**src/include/adcov_pkg.sv**
```systemverilog
// Register map, field positions and widths of the override control bank
package adcov_pkg;
  localparam int ADCOV_ADDR_W = 12;
  localparam int ADCOV_IDX_LSB = 2;
  // Register indices, as wide as the decoded index; byte address is four times the index
  localparam logic [ADCOV_ADDR_W-ADCOV_IDX_LSB-1:0] ADCOV_IDX_FMT_IL = 10'h04B;
  localparam logic [ADCOV_ADDR_W-ADCOV_IDX_LSB-1:0] ADCOV_IDX_DEC_FRZ = 10'h04D;
  localparam logic [ADCOV_ADDR_W-ADCOV_IDX_LSB-1:0] ADCOV_IDX_ZONE_BOOST = 10'h04E;
  localparam logic [ADCOV_ADDR_W-ADCOV_IDX_LSB-1:0] ADCOV_IDX_REORDER_GAIN = 10'h052;
  localparam logic [ADCOV_ADDR_W-ADCOV_IDX_LSB-1:0] ADCOV_IDX_STATUS = 10'h060;
  localparam int ADCOV_REG_W = 8;
  localparam logic [7:0] ADCOV_RESET = 8'h00;
  // Field positions
  localparam int ADCOV_BIT_FORMAT_OVR = 5;
  localparam int ADCOV_BIT_IL_MODE_OVR = 2;
  localparam int ADCOV_BIT_DEC_OVR = 3;
  localparam int ADCOV_BIT_FREEZE_OVR = 0;
  localparam int ADCOV_BIT_ZONE_OVR = 7;
  localparam int ADCOV_BIT_BOOST = 5;
  localparam int ADCOV_BIT_REORDER = 7;
  localparam int ADCOV_BIT_GAIN_EN = 0;
  localparam int ADCOV_BIT_ST_FROZEN = 0;
  localparam int ADCOV_BIT_ST_ZONE_OK = 1;
  // Field widths and zone codes
  localparam int ADCOV_DEC_W = 4;
  localparam int ADCOV_ZONE_W = 3;
  localparam int ADCOV_GAIN_W = 7;
  localparam logic [2:0] ADCOV_ZONE_FIRST = 3'h0;
  localparam logic [2:0] ADCOV_ZONE_SECOND = 3'h1;
  localparam logic [2:0] ADCOV_ZONE_THIRD = 3'h2;
endpackage : adcov_pkg

```
**src/rtl/adcov_regs.sv**
```systemverilog
// Override control register bank with APB slave and gated control outputs
//
// The APB register port was decided locally.
`timescale 1ns/1ps
`default_nettype none
module adcov_regs
  import adcov_pkg::*;
#(
  parameter int IL_MODE_W = 2,
  parameter logic [IL_MODE_W-1:0] IL_MODE_DEFAULT = '0
)
(
  input wire logic i_clk,
  input wire logic i_srst,
  // APB slave
  input wire logic i_psel,
  input wire logic i_penable,
  input wire logic i_pwrite,
  input wire logic [ADCOV_ADDR_W-1:0] i_paddr,
  input wire logic [31:0] i_pwdata,
  input wire logic [3:0] i_pstrb,
  output logic [31:0] o_prdata,
  output logic o_pready,
  output logic o_pslverr,
  // Target field values held elsewhere
  input wire logic i_format_select,
  input wire logic [IL_MODE_W-1:0] i_interleave_corrector_mode_field,
  input wire logic [ADCOV_DEC_W-1:0] i_decimation_filter_setting,
  input wire logic i_interleave_corrector_hold,
  input wire logic [ADCOV_ZONE_W-1:0] i_zone_field,
  input wire logic [ADCOV_GAIN_W-1:0] i_gain_value,
  // Effective controls
  output logic o_offset_binary,
  output logic [IL_MODE_W-1:0] o_interleave_mode,
  output logic o_decimation_apply,
  output logic [ADCOV_DEC_W-1:0] o_decimation_setting,
  output logic o_interleave_frozen,
  output logic o_zone_enable,
  output logic [1:0] o_zone_index,
  output logic o_interleave_boost,
  output logic o_bus_reorder_first,
  output logic o_gain_apply,
  output logic [ADCOV_GAIN_W-1:0] o_gain
);

  // Stored bits; reserved positions are not kept at all
  logic format_override, interleave_mode_override, decimation_mode_override;
  logic freeze_control_override, zone_override, interleave_boost;
  logic bus_reorder_first, gain_apply_enable;
  logic [31:0] prdata;
  logic next_format_override, next_interleave_mode_override, next_decimation_mode_override;
  logic next_freeze_control_override, next_zone_override, next_interleave_boost;
  logic next_bus_reorder_first, next_gain_apply_enable;
  logic [31:0] next_prdata;

  // Effective control state
  logic offset_binary, dec_apply, frozen, zone_enable, gain_apply;
  logic [IL_MODE_W-1:0] il_mode;
  logic [ADCOV_DEC_W-1:0] dec_setting;
  logic [1:0] zone_index;
  logic [ADCOV_GAIN_W-1:0] gain;
  logic next_offset_binary, next_dec_apply, next_frozen, next_zone_enable, next_gain_apply;
  logic [IL_MODE_W-1:0] next_il_mode;
  logic [ADCOV_DEC_W-1:0] next_dec_setting;
  logic [1:0] next_zone_index;
  logic [ADCOV_GAIN_W-1:0] next_gain;

  logic [ADCOV_IDX_LSB-1:0] addr_low;
  logic [ADCOV_ADDR_W-ADCOV_IDX_LSB-1:0] addr_idx;
  logic mapped, setup, access, wr_ok;

  // Register index of a mapped address, only aligned words decode
  function automatic logic adcov_is_mapped(input logic [ADCOV_ADDR_W-ADCOV_IDX_LSB-1:0] idx,
                                           input logic [ADCOV_IDX_LSB-1:0] low);
    logic hit;
    hit = (idx == ADCOV_IDX_FMT_IL) || (idx == ADCOV_IDX_DEC_FRZ) ||
          (idx == ADCOV_IDX_ZONE_BOOST) || (idx == ADCOV_IDX_REORDER_GAIN) ||
          (idx == ADCOV_IDX_STATUS);
    return hit && (low == '0);
  endfunction : adcov_is_mapped

  // Bus decode; zero wait states, so pready is a constant high
  assign addr_low = i_paddr[ADCOV_IDX_LSB-1:0];
  assign addr_idx = i_paddr[ADCOV_ADDR_W-1:ADCOV_IDX_LSB];
  assign mapped = adcov_is_mapped(addr_idx, addr_low);
  assign setup = i_psel && !i_penable;
  assign access = i_psel && i_penable;
  assign wr_ok = access && i_pwrite && mapped && i_pstrb[0];
  assign o_pready = 1'b1;
  assign o_pslverr = access && !mapped;

  // Register writes in the access cycle, read capture in the setup cycle
  always_comb
  begin
    next_format_override = format_override;
    next_interleave_mode_override = interleave_mode_override;
    next_decimation_mode_override = decimation_mode_override;
    next_freeze_control_override = freeze_control_override;
    next_zone_override = zone_override;
    next_interleave_boost = interleave_boost;
    next_bus_reorder_first = bus_reorder_first;
    next_gain_apply_enable = gain_apply_enable;
    next_prdata = prdata;
    if (wr_ok)
    begin
      case (addr_idx)
        ADCOV_IDX_FMT_IL:
        begin
          next_format_override = i_pwdata[ADCOV_BIT_FORMAT_OVR];
          next_interleave_mode_override = i_pwdata[ADCOV_BIT_IL_MODE_OVR];
        end
        ADCOV_IDX_DEC_FRZ:
        begin
          next_decimation_mode_override = i_pwdata[ADCOV_BIT_DEC_OVR];
          next_freeze_control_override = i_pwdata[ADCOV_BIT_FREEZE_OVR];
        end
        ADCOV_IDX_ZONE_BOOST:
        begin
          next_zone_override = i_pwdata[ADCOV_BIT_ZONE_OVR];
          next_interleave_boost = i_pwdata[ADCOV_BIT_BOOST];
        end
        ADCOV_IDX_REORDER_GAIN:
        begin
          next_bus_reorder_first = i_pwdata[ADCOV_BIT_REORDER];
          next_gain_apply_enable = i_pwdata[ADCOV_BIT_GAIN_EN];
        end
        default: next_prdata = prdata; // Status is read only
      endcase
    end
    // Read word captured early so prdata comes from a flop
    if (setup)
    begin
      next_prdata = '0;
      case (addr_idx)
        ADCOV_IDX_FMT_IL:
        begin
          next_prdata[ADCOV_BIT_FORMAT_OVR] = format_override;
          next_prdata[ADCOV_BIT_IL_MODE_OVR] = interleave_mode_override;
        end
        ADCOV_IDX_DEC_FRZ:
        begin
          next_prdata[ADCOV_BIT_DEC_OVR] = decimation_mode_override;
          next_prdata[ADCOV_BIT_FREEZE_OVR] = freeze_control_override;
        end
        ADCOV_IDX_ZONE_BOOST:
        begin
          next_prdata[ADCOV_BIT_ZONE_OVR] = zone_override;
          next_prdata[ADCOV_BIT_BOOST] = interleave_boost;
        end
        ADCOV_IDX_REORDER_GAIN:
        begin
          next_prdata[ADCOV_BIT_REORDER] = bus_reorder_first;
          next_prdata[ADCOV_BIT_GAIN_EN] = gain_apply_enable;
        end
        ADCOV_IDX_STATUS:
        begin
          next_prdata[ADCOV_BIT_ST_FROZEN] = frozen;
          next_prdata[ADCOV_BIT_ST_ZONE_OK] = zone_enable;
        end
        default: next_prdata = '0;
      endcase
      if (addr_low != '0)
      begin
        next_prdata = '0;
      end
    end
  end

  // Register bank flops
  always_ff @(posedge i_clk)
  begin
    if (i_srst)
    begin
      format_override <= ADCOV_RESET[ADCOV_BIT_FORMAT_OVR];
      interleave_mode_override <= ADCOV_RESET[ADCOV_BIT_IL_MODE_OVR];
      decimation_mode_override <= ADCOV_RESET[ADCOV_BIT_DEC_OVR];
      freeze_control_override <= ADCOV_RESET[ADCOV_BIT_FREEZE_OVR];
      zone_override <= ADCOV_RESET[ADCOV_BIT_ZONE_OVR];
      interleave_boost <= ADCOV_RESET[ADCOV_BIT_BOOST];
      bus_reorder_first <= ADCOV_RESET[ADCOV_BIT_REORDER];
      gain_apply_enable <= ADCOV_RESET[ADCOV_BIT_GAIN_EN];
      prdata <= '0;
    end
    else
    begin
      format_override <= next_format_override;
      interleave_mode_override <= next_interleave_mode_override;
      decimation_mode_override <= next_decimation_mode_override;
      freeze_control_override <= next_freeze_control_override;
      zone_override <= next_zone_override;
      interleave_boost <= next_interleave_boost;
      bus_reorder_first <= next_bus_reorder_first;
      gain_apply_enable <= next_gain_apply_enable;
      prdata <= next_prdata;
    end
  end

  // Effective controls, one cycle behind the stored bits and inputs
  always_comb
  begin
    next_offset_binary = format_override && i_format_select;
    next_il_mode = interleave_mode_override ? i_interleave_corrector_mode_field : IL_MODE_DEFAULT;
    next_dec_apply = decimation_mode_override;
    next_dec_setting = decimation_mode_override ? i_decimation_filter_setting : '0;
    next_frozen = frozen;
    if (freeze_control_override)
    begin
      next_frozen = i_interleave_corrector_hold;
    end
    next_zone_enable = 1'b0;
    next_zone_index = 2'h0;
    if (zone_override)
    begin
      case (i_zone_field)
        ADCOV_ZONE_FIRST, ADCOV_ZONE_SECOND, ADCOV_ZONE_THIRD:
        begin
          next_zone_enable = 1'b1;
          next_zone_index = i_zone_field[1:0]; // Used codes equal the zone number
        end
        default: next_zone_enable = 1'b0;
      endcase
    end
    next_gain_apply = gain_apply_enable;
    next_gain = gain_apply_enable ? i_gain_value : '0;
  end

  // Effective control flops; corrector starts unfrozen
  always_ff @(posedge i_clk)
  begin
    if (i_srst)
    begin
      offset_binary <= 1'b0;
      il_mode <= IL_MODE_DEFAULT;
      dec_apply <= 1'b0;
      dec_setting <= '0;
      frozen <= 1'b0;
      zone_enable <= 1'b0;
      zone_index <= 2'h0;
      gain_apply <= 1'b0;
      gain <= '0;
    end
    else
    begin
      offset_binary <= next_offset_binary;
      il_mode <= next_il_mode;
      dec_apply <= next_dec_apply;
      dec_setting <= next_dec_setting;
      frozen <= next_frozen;
      zone_enable <= next_zone_enable;
      zone_index <= next_zone_index;
      gain_apply <= next_gain_apply;
      gain <= next_gain;
    end
  end

  // Outputs; boost band is the corrector's concern, not checked here
  assign o_prdata = prdata;
  assign o_offset_binary = offset_binary;
  assign o_interleave_mode = il_mode;
  assign o_decimation_apply = dec_apply;
  assign o_decimation_setting = dec_setting;
  assign o_interleave_frozen = frozen;
  assign o_zone_enable = zone_enable;
  assign o_zone_index = zone_index;
  assign o_interleave_boost = interleave_boost;
  assign o_bus_reorder_first = bus_reorder_first;
  assign o_gain_apply = gain_apply;
  assign o_gain = gain;

endmodule : adcov_regs
`default_nettype wire

```
**config.mk**
```make
export PLATFORM = sky130hd
export DESIGN_NAME = adcov_regs
export DESIGN_NICKNAME = d
export VERILOG_FILES = /design/src/include/adcov_pkg.sv /design/src/rtl/adcov_regs.sv
export SDC_FILE = /design/constraint.sdc
export NUM_CORES = 1
export LEC_CHECK = 0
export ABC_AREA = 1
export BUFFER_PORTS_ARGS = -buffer_cell sky130_fd_sc_hd__buf_2
export CORE_UTILIZATION = 34
export DETAILED_ROUTE_END_ITERATION = 8
export GPL_TIMING_DRIVEN = 0
export PLACE_DENSITY = 0.69
export RECOVER_POWER = 50
export SETUP_SLACK_MARGIN = 0.02
export SYNTH_ARGS = -nofsm -noshare
export SYNTH_HDL_FRONTEND = slang
export SYNTH_SLANG_ARGS = --single-unit
```
**constraint.sdc**
```tcl
create_clock -name i_clk -period 1.4 [get_ports i_clk]
set_input_delay 0.21 -clock i_clk [delete_from_list [all_inputs] [get_ports i_clk]]
set_output_delay 0.21 -clock i_clk [all_outputs]
set_load 0.005 [all_outputs]
```
# Word-level counts from Yosys, hierarchy flattened
# Cells that the tools add are included.
# word_totals
regBits	60
in_bits	71
output_inout_bits	56
word_cells	65
# classes
n_eq_ne	7
n_mux	8
bitwise	5
reduce_logical	27
# op_table
operator	count
equality test 10 x 7 -> 1 bit (second input constant)	5
logical AND 1 bit	8
2-to-1 mux 8 bit	1
AND reduction 2 bit	4
OR reduction 2 bit	4
OR reduction 3 bit	2
inverter 1 bit	5
logical OR 1 bit	4
2-to-1 mux 1 bit	4
case mux 1 bit (2 select lines)	2
equality test 3 x 1 -> 1 bit (second input constant)	1
equality test 3 x 2 -> 1 bit (second input constant)	1
zero test 3 bit	1
case mux 1 bit (3 select lines)	1
zero test 1 bit	2
zero test 2 bit	1
nonzero test 2 bit	1

# Logic depth before layout (Yosys ltp)
# depth
ltp_word	9
mapped_depth	11
ltp_nobuf	11

# Worst setup path after synthesis
# OpenSTA, ideal clock, no wires.
# synth_path
path_kind	input -> output
start	in i_paddr[9]
end	out o_pslverr
arrival_ns	0.965
required_ns	1.190
setup_slack_ns	0.225
stages	8
n_path_buf	0
path_cell_list	inv_2 -> nand2_2 -> nor2_4 -> inv_2 -> nor2_4 -> nor2_2 -> nand2_4 -> a211oi_1
# synth_via
elab_chain_cells	8
word_cells_on_any_way	12
cone_classes	5 x eq/ne; 7 x reduce/logical
# synth_rtl
element	line_no	rtl
start: declaration	adcov_regs.sv:19	input wire logic [ADCOV_ADDR_W-1:0] i_paddr,
equality test 10 x 7 -> 1 bit	adcov_regs.sv:76	hit = (idx == ADCOV_IDX_FMT_IL) || (idx == ADCOV_IDX_DEC_FRZ) ||
logical OR 1 bit (2 in a row)	adcov_regs.sv:76	
logical OR 1 bit	adcov_regs.sv:77	(idx == ADCOV_IDX_ZONE_BOOST) || (idx == ADCOV_IDX_REORDER_GAIN) ||
logical OR 1 bit *	adcov_regs.sv:77	
logical AND 1 bit *	adcov_regs.sv:79	return hit && (low == '0);
zero test 1 bit *	adcov_regs.sv:90	assign o_pslverr = access && !mapped;
logical AND 1 bit *	adcov_regs.sv:90	
end: declaration	adcov_regs.sv:24	output logic o_pslverr,
# Every way passes the cells marked *; elsewhere a longest branch is shown, timed or not.

# Worst setup path in the final report
# Ends and elaborated chain as after synthesis.

==> metrics.sh <==
NETLIST-CELL-TYPE-COUNT=26
FIN_NETS=412
CAP_VIOLATIONS=0
SYN_STD_CELL_AREA_UM2=1709
ANTENNA_LEFT=0
PATH_CLK_SLEW_NS=0.07
IOPINCOUNT=127
SYNTH_XOR_AREA_SHARE_PCT=0
UTILIZATION_PCT=52.76
WORST_PATH_MAX_FANOUT=3
POWER_PER_STANDARD_CELL_AREA_nW_PER_UM2=901.2
DRIVE_GT1_SHARE_PCT=41.52
ROUTED_VIA_DENSITY=3.949
GRT_MAX_DEGREE=13
GRT_PASS1_WL_UM=5747
DRT-WIRELENGTH-PER-CELL_UM=9.110
IRDROPWORSTVDD_V=0.0004460
REPORT.FINAL.SLEW_VIOL_COUNT=0
NETSWITCHINGPOWER_mW=0.4681
INITIAL_CORE_UTIL_PCT=35.71
SYNTHSIMPLEGATEAREAFRAC_PCT=33.46
CTS.PATH.MAX_BUFFERS=2
MAXCLOCKFREQUENCY_GHz=0.7518
HP-CLASS='input port to flip-flop'
ASYNC_RESET_FF_SHARE_PCT=0
ROWS=25
GRT_ANTENNA_BEFORE_REPAIR=0
SETUP_VIOL=0
CRIT_REQUIRED_NS=1.19
STARTPOINT_TYPE='input port'
CTS_MADE_BUFFERS=5
WORSTREG2REGSTART='gain_apply_enable$_SDFFE_PP0P_'
ARRIVAL_NS=1.12
DRC=0
DRTITER0DRC=53
CLOCK_LATENCY_NS=0.28
POSTSYNTHREGISTERBITS=34
GRT_USE_TOTAL_PCT=13.97
ANTENNA_CELLS_INSERTED=0
FINALCRITPERIODSHARE_PCT=95.02
DIEWIDTH_UM=72.90
RSZ0062_AT_GRT='true'
REGTOREGSETUPSLACK_NS=0.35
H_TREE_LVL_COUNT=2
COMBINATIONALPOWERSHARE_PCT=10.7
TOTALPOWERFINAL_mW=2.275
TIMING.RR.END='o_prdata[0]$_SDFFE_PP0P_'
WHS_ENDPOINT='o_gain[1]$_SDFF_PP0_'
LAYOUT.FILLER_CELLS=457
DETAILED_PLACE_HPWL_UM=2840
DR.PASS1.ITERS=4
HOLD_VIOLATIONS=0
POWER.SHARE.SWITCHING_PCT=20.57
SYNTH_ENABLE_FLOP_CELLS=0
FINCLKSKEW_NS=0.008039
AREA_GROWTH_PCT=47.73
CORE_AREA_UM2=4786
GRT_PASS1_VIAS=1392
SYN_INST=234
CLOCKROOTBUFFER='sky130_fd_sc_hd__clkbuf_8'
GLOBALROUTEOVERFLOWTOTAL=0
YS_WARN_COUNT=0
FINALWEIGHTEDCONGESTION=0.7812
STATIC-LEAKAGE-POWER_nW=1.394
YOSYS-MUX-AREA-FRACTION_PCT=0
FINAL_COMMON_CELL='sky130_fd_sc_hd__buf_2'
CLOCK-SINKS=34
SEQUENTIALPOWERSHARE_PCT=42.5
HOLD_PATH_DEPTH=3
DIE-AREA_UM2=5314
CTS_TREE='built'
NUMBER_OF_BUFFERS_INSERTED_BY_PORT_BUFFERING=68
INTPOWER_mW=1.807
LARGEST_FAMILY_OF_LOGIC_CELLS_BY_SYNTHESIZED_AREA='simple AND/OR/NAND/NOR gates'
YS.FLOP_TYPE='sky130_fd_sc_hd__dfxtp_1'
VIAS=1615
R2R_CELLS=6
SHARE_OF_THE_YOSYS_CHIP_AREA_BELONGING_TO_REGISTERS_PCT=39.82
CTS_HOLD_BUF=0
WORST_SETUP_PATH_END_KIND='output port'
SETUP.WORST_PATH.CLASS='input port to output port'
AVGSYNTHCELLAREA_UM2=7.304
SYNTH-COMPOUND-AREA-SHARE_PCT=3.660
DRT-TOTAL-WL_UM=3726
RUN_STATUS='complete, no violations'
MINIMUM_CLOCK_PERIOD_NS=1.330
POWER_FRAC_CLOCK_PCT=46.8
MIN-DELAY-START='i_gain_value[1]'
SYNTH_FA_HA_AREA_SHARE_PCT=0
DIE_H_UM=72.90
LAYOUT.CELLS.MOST_COMMON_LIST='53 x sky130_fd_sc_hd__buf_2, 47 x sky130_fd_sc_hd__nor2_1, 36 x sky130_fd_sc_hd__buf_4, 35 x sky130_fd_sc_hd__inv_1, 34 x sky130_fd_sc_hd__dfxtp_1'
==> layer usage <==
layer | track usage, % | up-vias | routed length (um)
met4 | 5.447 | 0 | 44
met3 | 4.834 | 6 | 276
met1 | 14.87 | 702 | 1501
li1 | - | 854 | -
met2 | 25.23 | 53 | 1904
met5 | 0 | - | 0
==> repair_timing <==
action                     4_1_cts  5_1_grt
setup endpoints to repair        1        1
cloned                           0        0
resized for setup                3       30
pin swaps                        4       16
hold endpoints to repair         0        0
buffers inserted                 2        5
==> kinds of logic after synthesis <==
group | after synthesis
flip-flops | 34
other | 2
buffers and inverters | 74
AND/OR/NAND/NOR | 113
AO/OA/AOI/OAI | 11
==> worst max path at each step <==
| stage | from | endpoint | cells past startpoint |
|---|---|---|---|
| final | i_paddr[9] | o_pslverr | 10 |
| after CTS | i_paddr[10] | o_pslverr | 10 |
| after global placement | i_paddr[10] | o_pslverr | 10 |
| after detailed placement | i_paddr[10] | o_pslverr | 10 |
| after global routing | i_paddr[6] | o_pslverr | 10 |
| after floorplan | i_paddr[9] | o_pslverr | 8 |
==> final cells by class <==
class | instances | area [um^2] | area share [%]
Tap cell | 67 | 83.83 | 3.320
Clock inverter | 3 | 68.82 | 2.725
Buffer | 29 | 210.2 | 8.325
Sequential cell | 34 | 680.7 | 26.96
Timing Repair Buffer | 75 | 445.4 | 17.64
Multi-Input combinational cell | 151 | 790.8 | 31.32
Inverter | 45 | 176.4 | 6.987
Clock buffer | 5 | 68.82 | 2.725
==> metrics by stage <==
stage / instances / setup slack (ns) / cell area [um^2] / setup TNS, ns / hold slack, ns
after global routing: 409 / -0.01556 / 2525 / -0.01556 / 0.1172
after CTS: 404 / 0.04328 / 2397 / 0 / 0.1208
after global placement: 394 / -0.06792 / 2227 / -0.06792 / 0.4177
final: 409 / 0.06978 / 2525 / 0 / 0.1291
after floorplan: 259 / 0.2246 / 1803 / 0 / 0.3222
after detailed placement: 394 / -0.07522 / 2227 / -0.07930 / 0.4221
==> registers in the layout, indices dropped and copies added, names as in the netlist, 2 cells and up <==
name                  cells
o_decimation_setting      4
o_gain                    7
o_interleave_mode         2
o_prdata                  6
o_zone_index              2
==> synthesized netlist by cell type (all sizes together), types with 2 or more instances <==
| library cell | count | area share [%] |
|---|---|---|
| conb | 2 | 0.44 |
| nand4 | 6 | 3.3 |
| a21oi | 4 | 1.2 |
| nand2 | 39 | 10 |
| nor3 | 2 | 0.88 |
| o21ai | 4 | 1.2 |
| buf | 28 | 13 |
| nand3 | 6 | 2.3 |
| nor2 | 58 | 16 |
| dfxtp | 34 | 40 |
| inv | 44 | 9.7 |
| o31ai | 2 | 0.88 |
==> worst max-delay path, stage by stage <==
cell                       delay (ns)
sky130_fd_sc_hd__buf_6           0.07
sky130_fd_sc_hd__inv_4           0.03
sky130_fd_sc_hd__nand2_4         0.08
sky130_fd_sc_hd__nor2_4          0.06
sky130_fd_sc_hd__nand3_4         0.09
sky130_fd_sc_hd__nand2_4         0.06
sky130_fd_sc_hd__nor2_4          0.12
sky130_fd_sc_hd__nand2_4         0.06
sky130_fd_sc_hd__a211oi_2        0.21
sky130_fd_sc_hd__buf_2           0.14
==> power groups by stage <==
stage          logic (mW)  clock network (mW)  registers [mW]
3_3_place_gp        0.206                   0           0.989
2_1_floorplan       0.135                   0           0.989
4_1_cts             0.213                1.09           0.966
6_report            0.244                1.06           0.967
3_5_place_dp        0.209                   0           0.989
5_1_grt             0.270                1.14           0.966
Power figures use the tool's default switching activity.
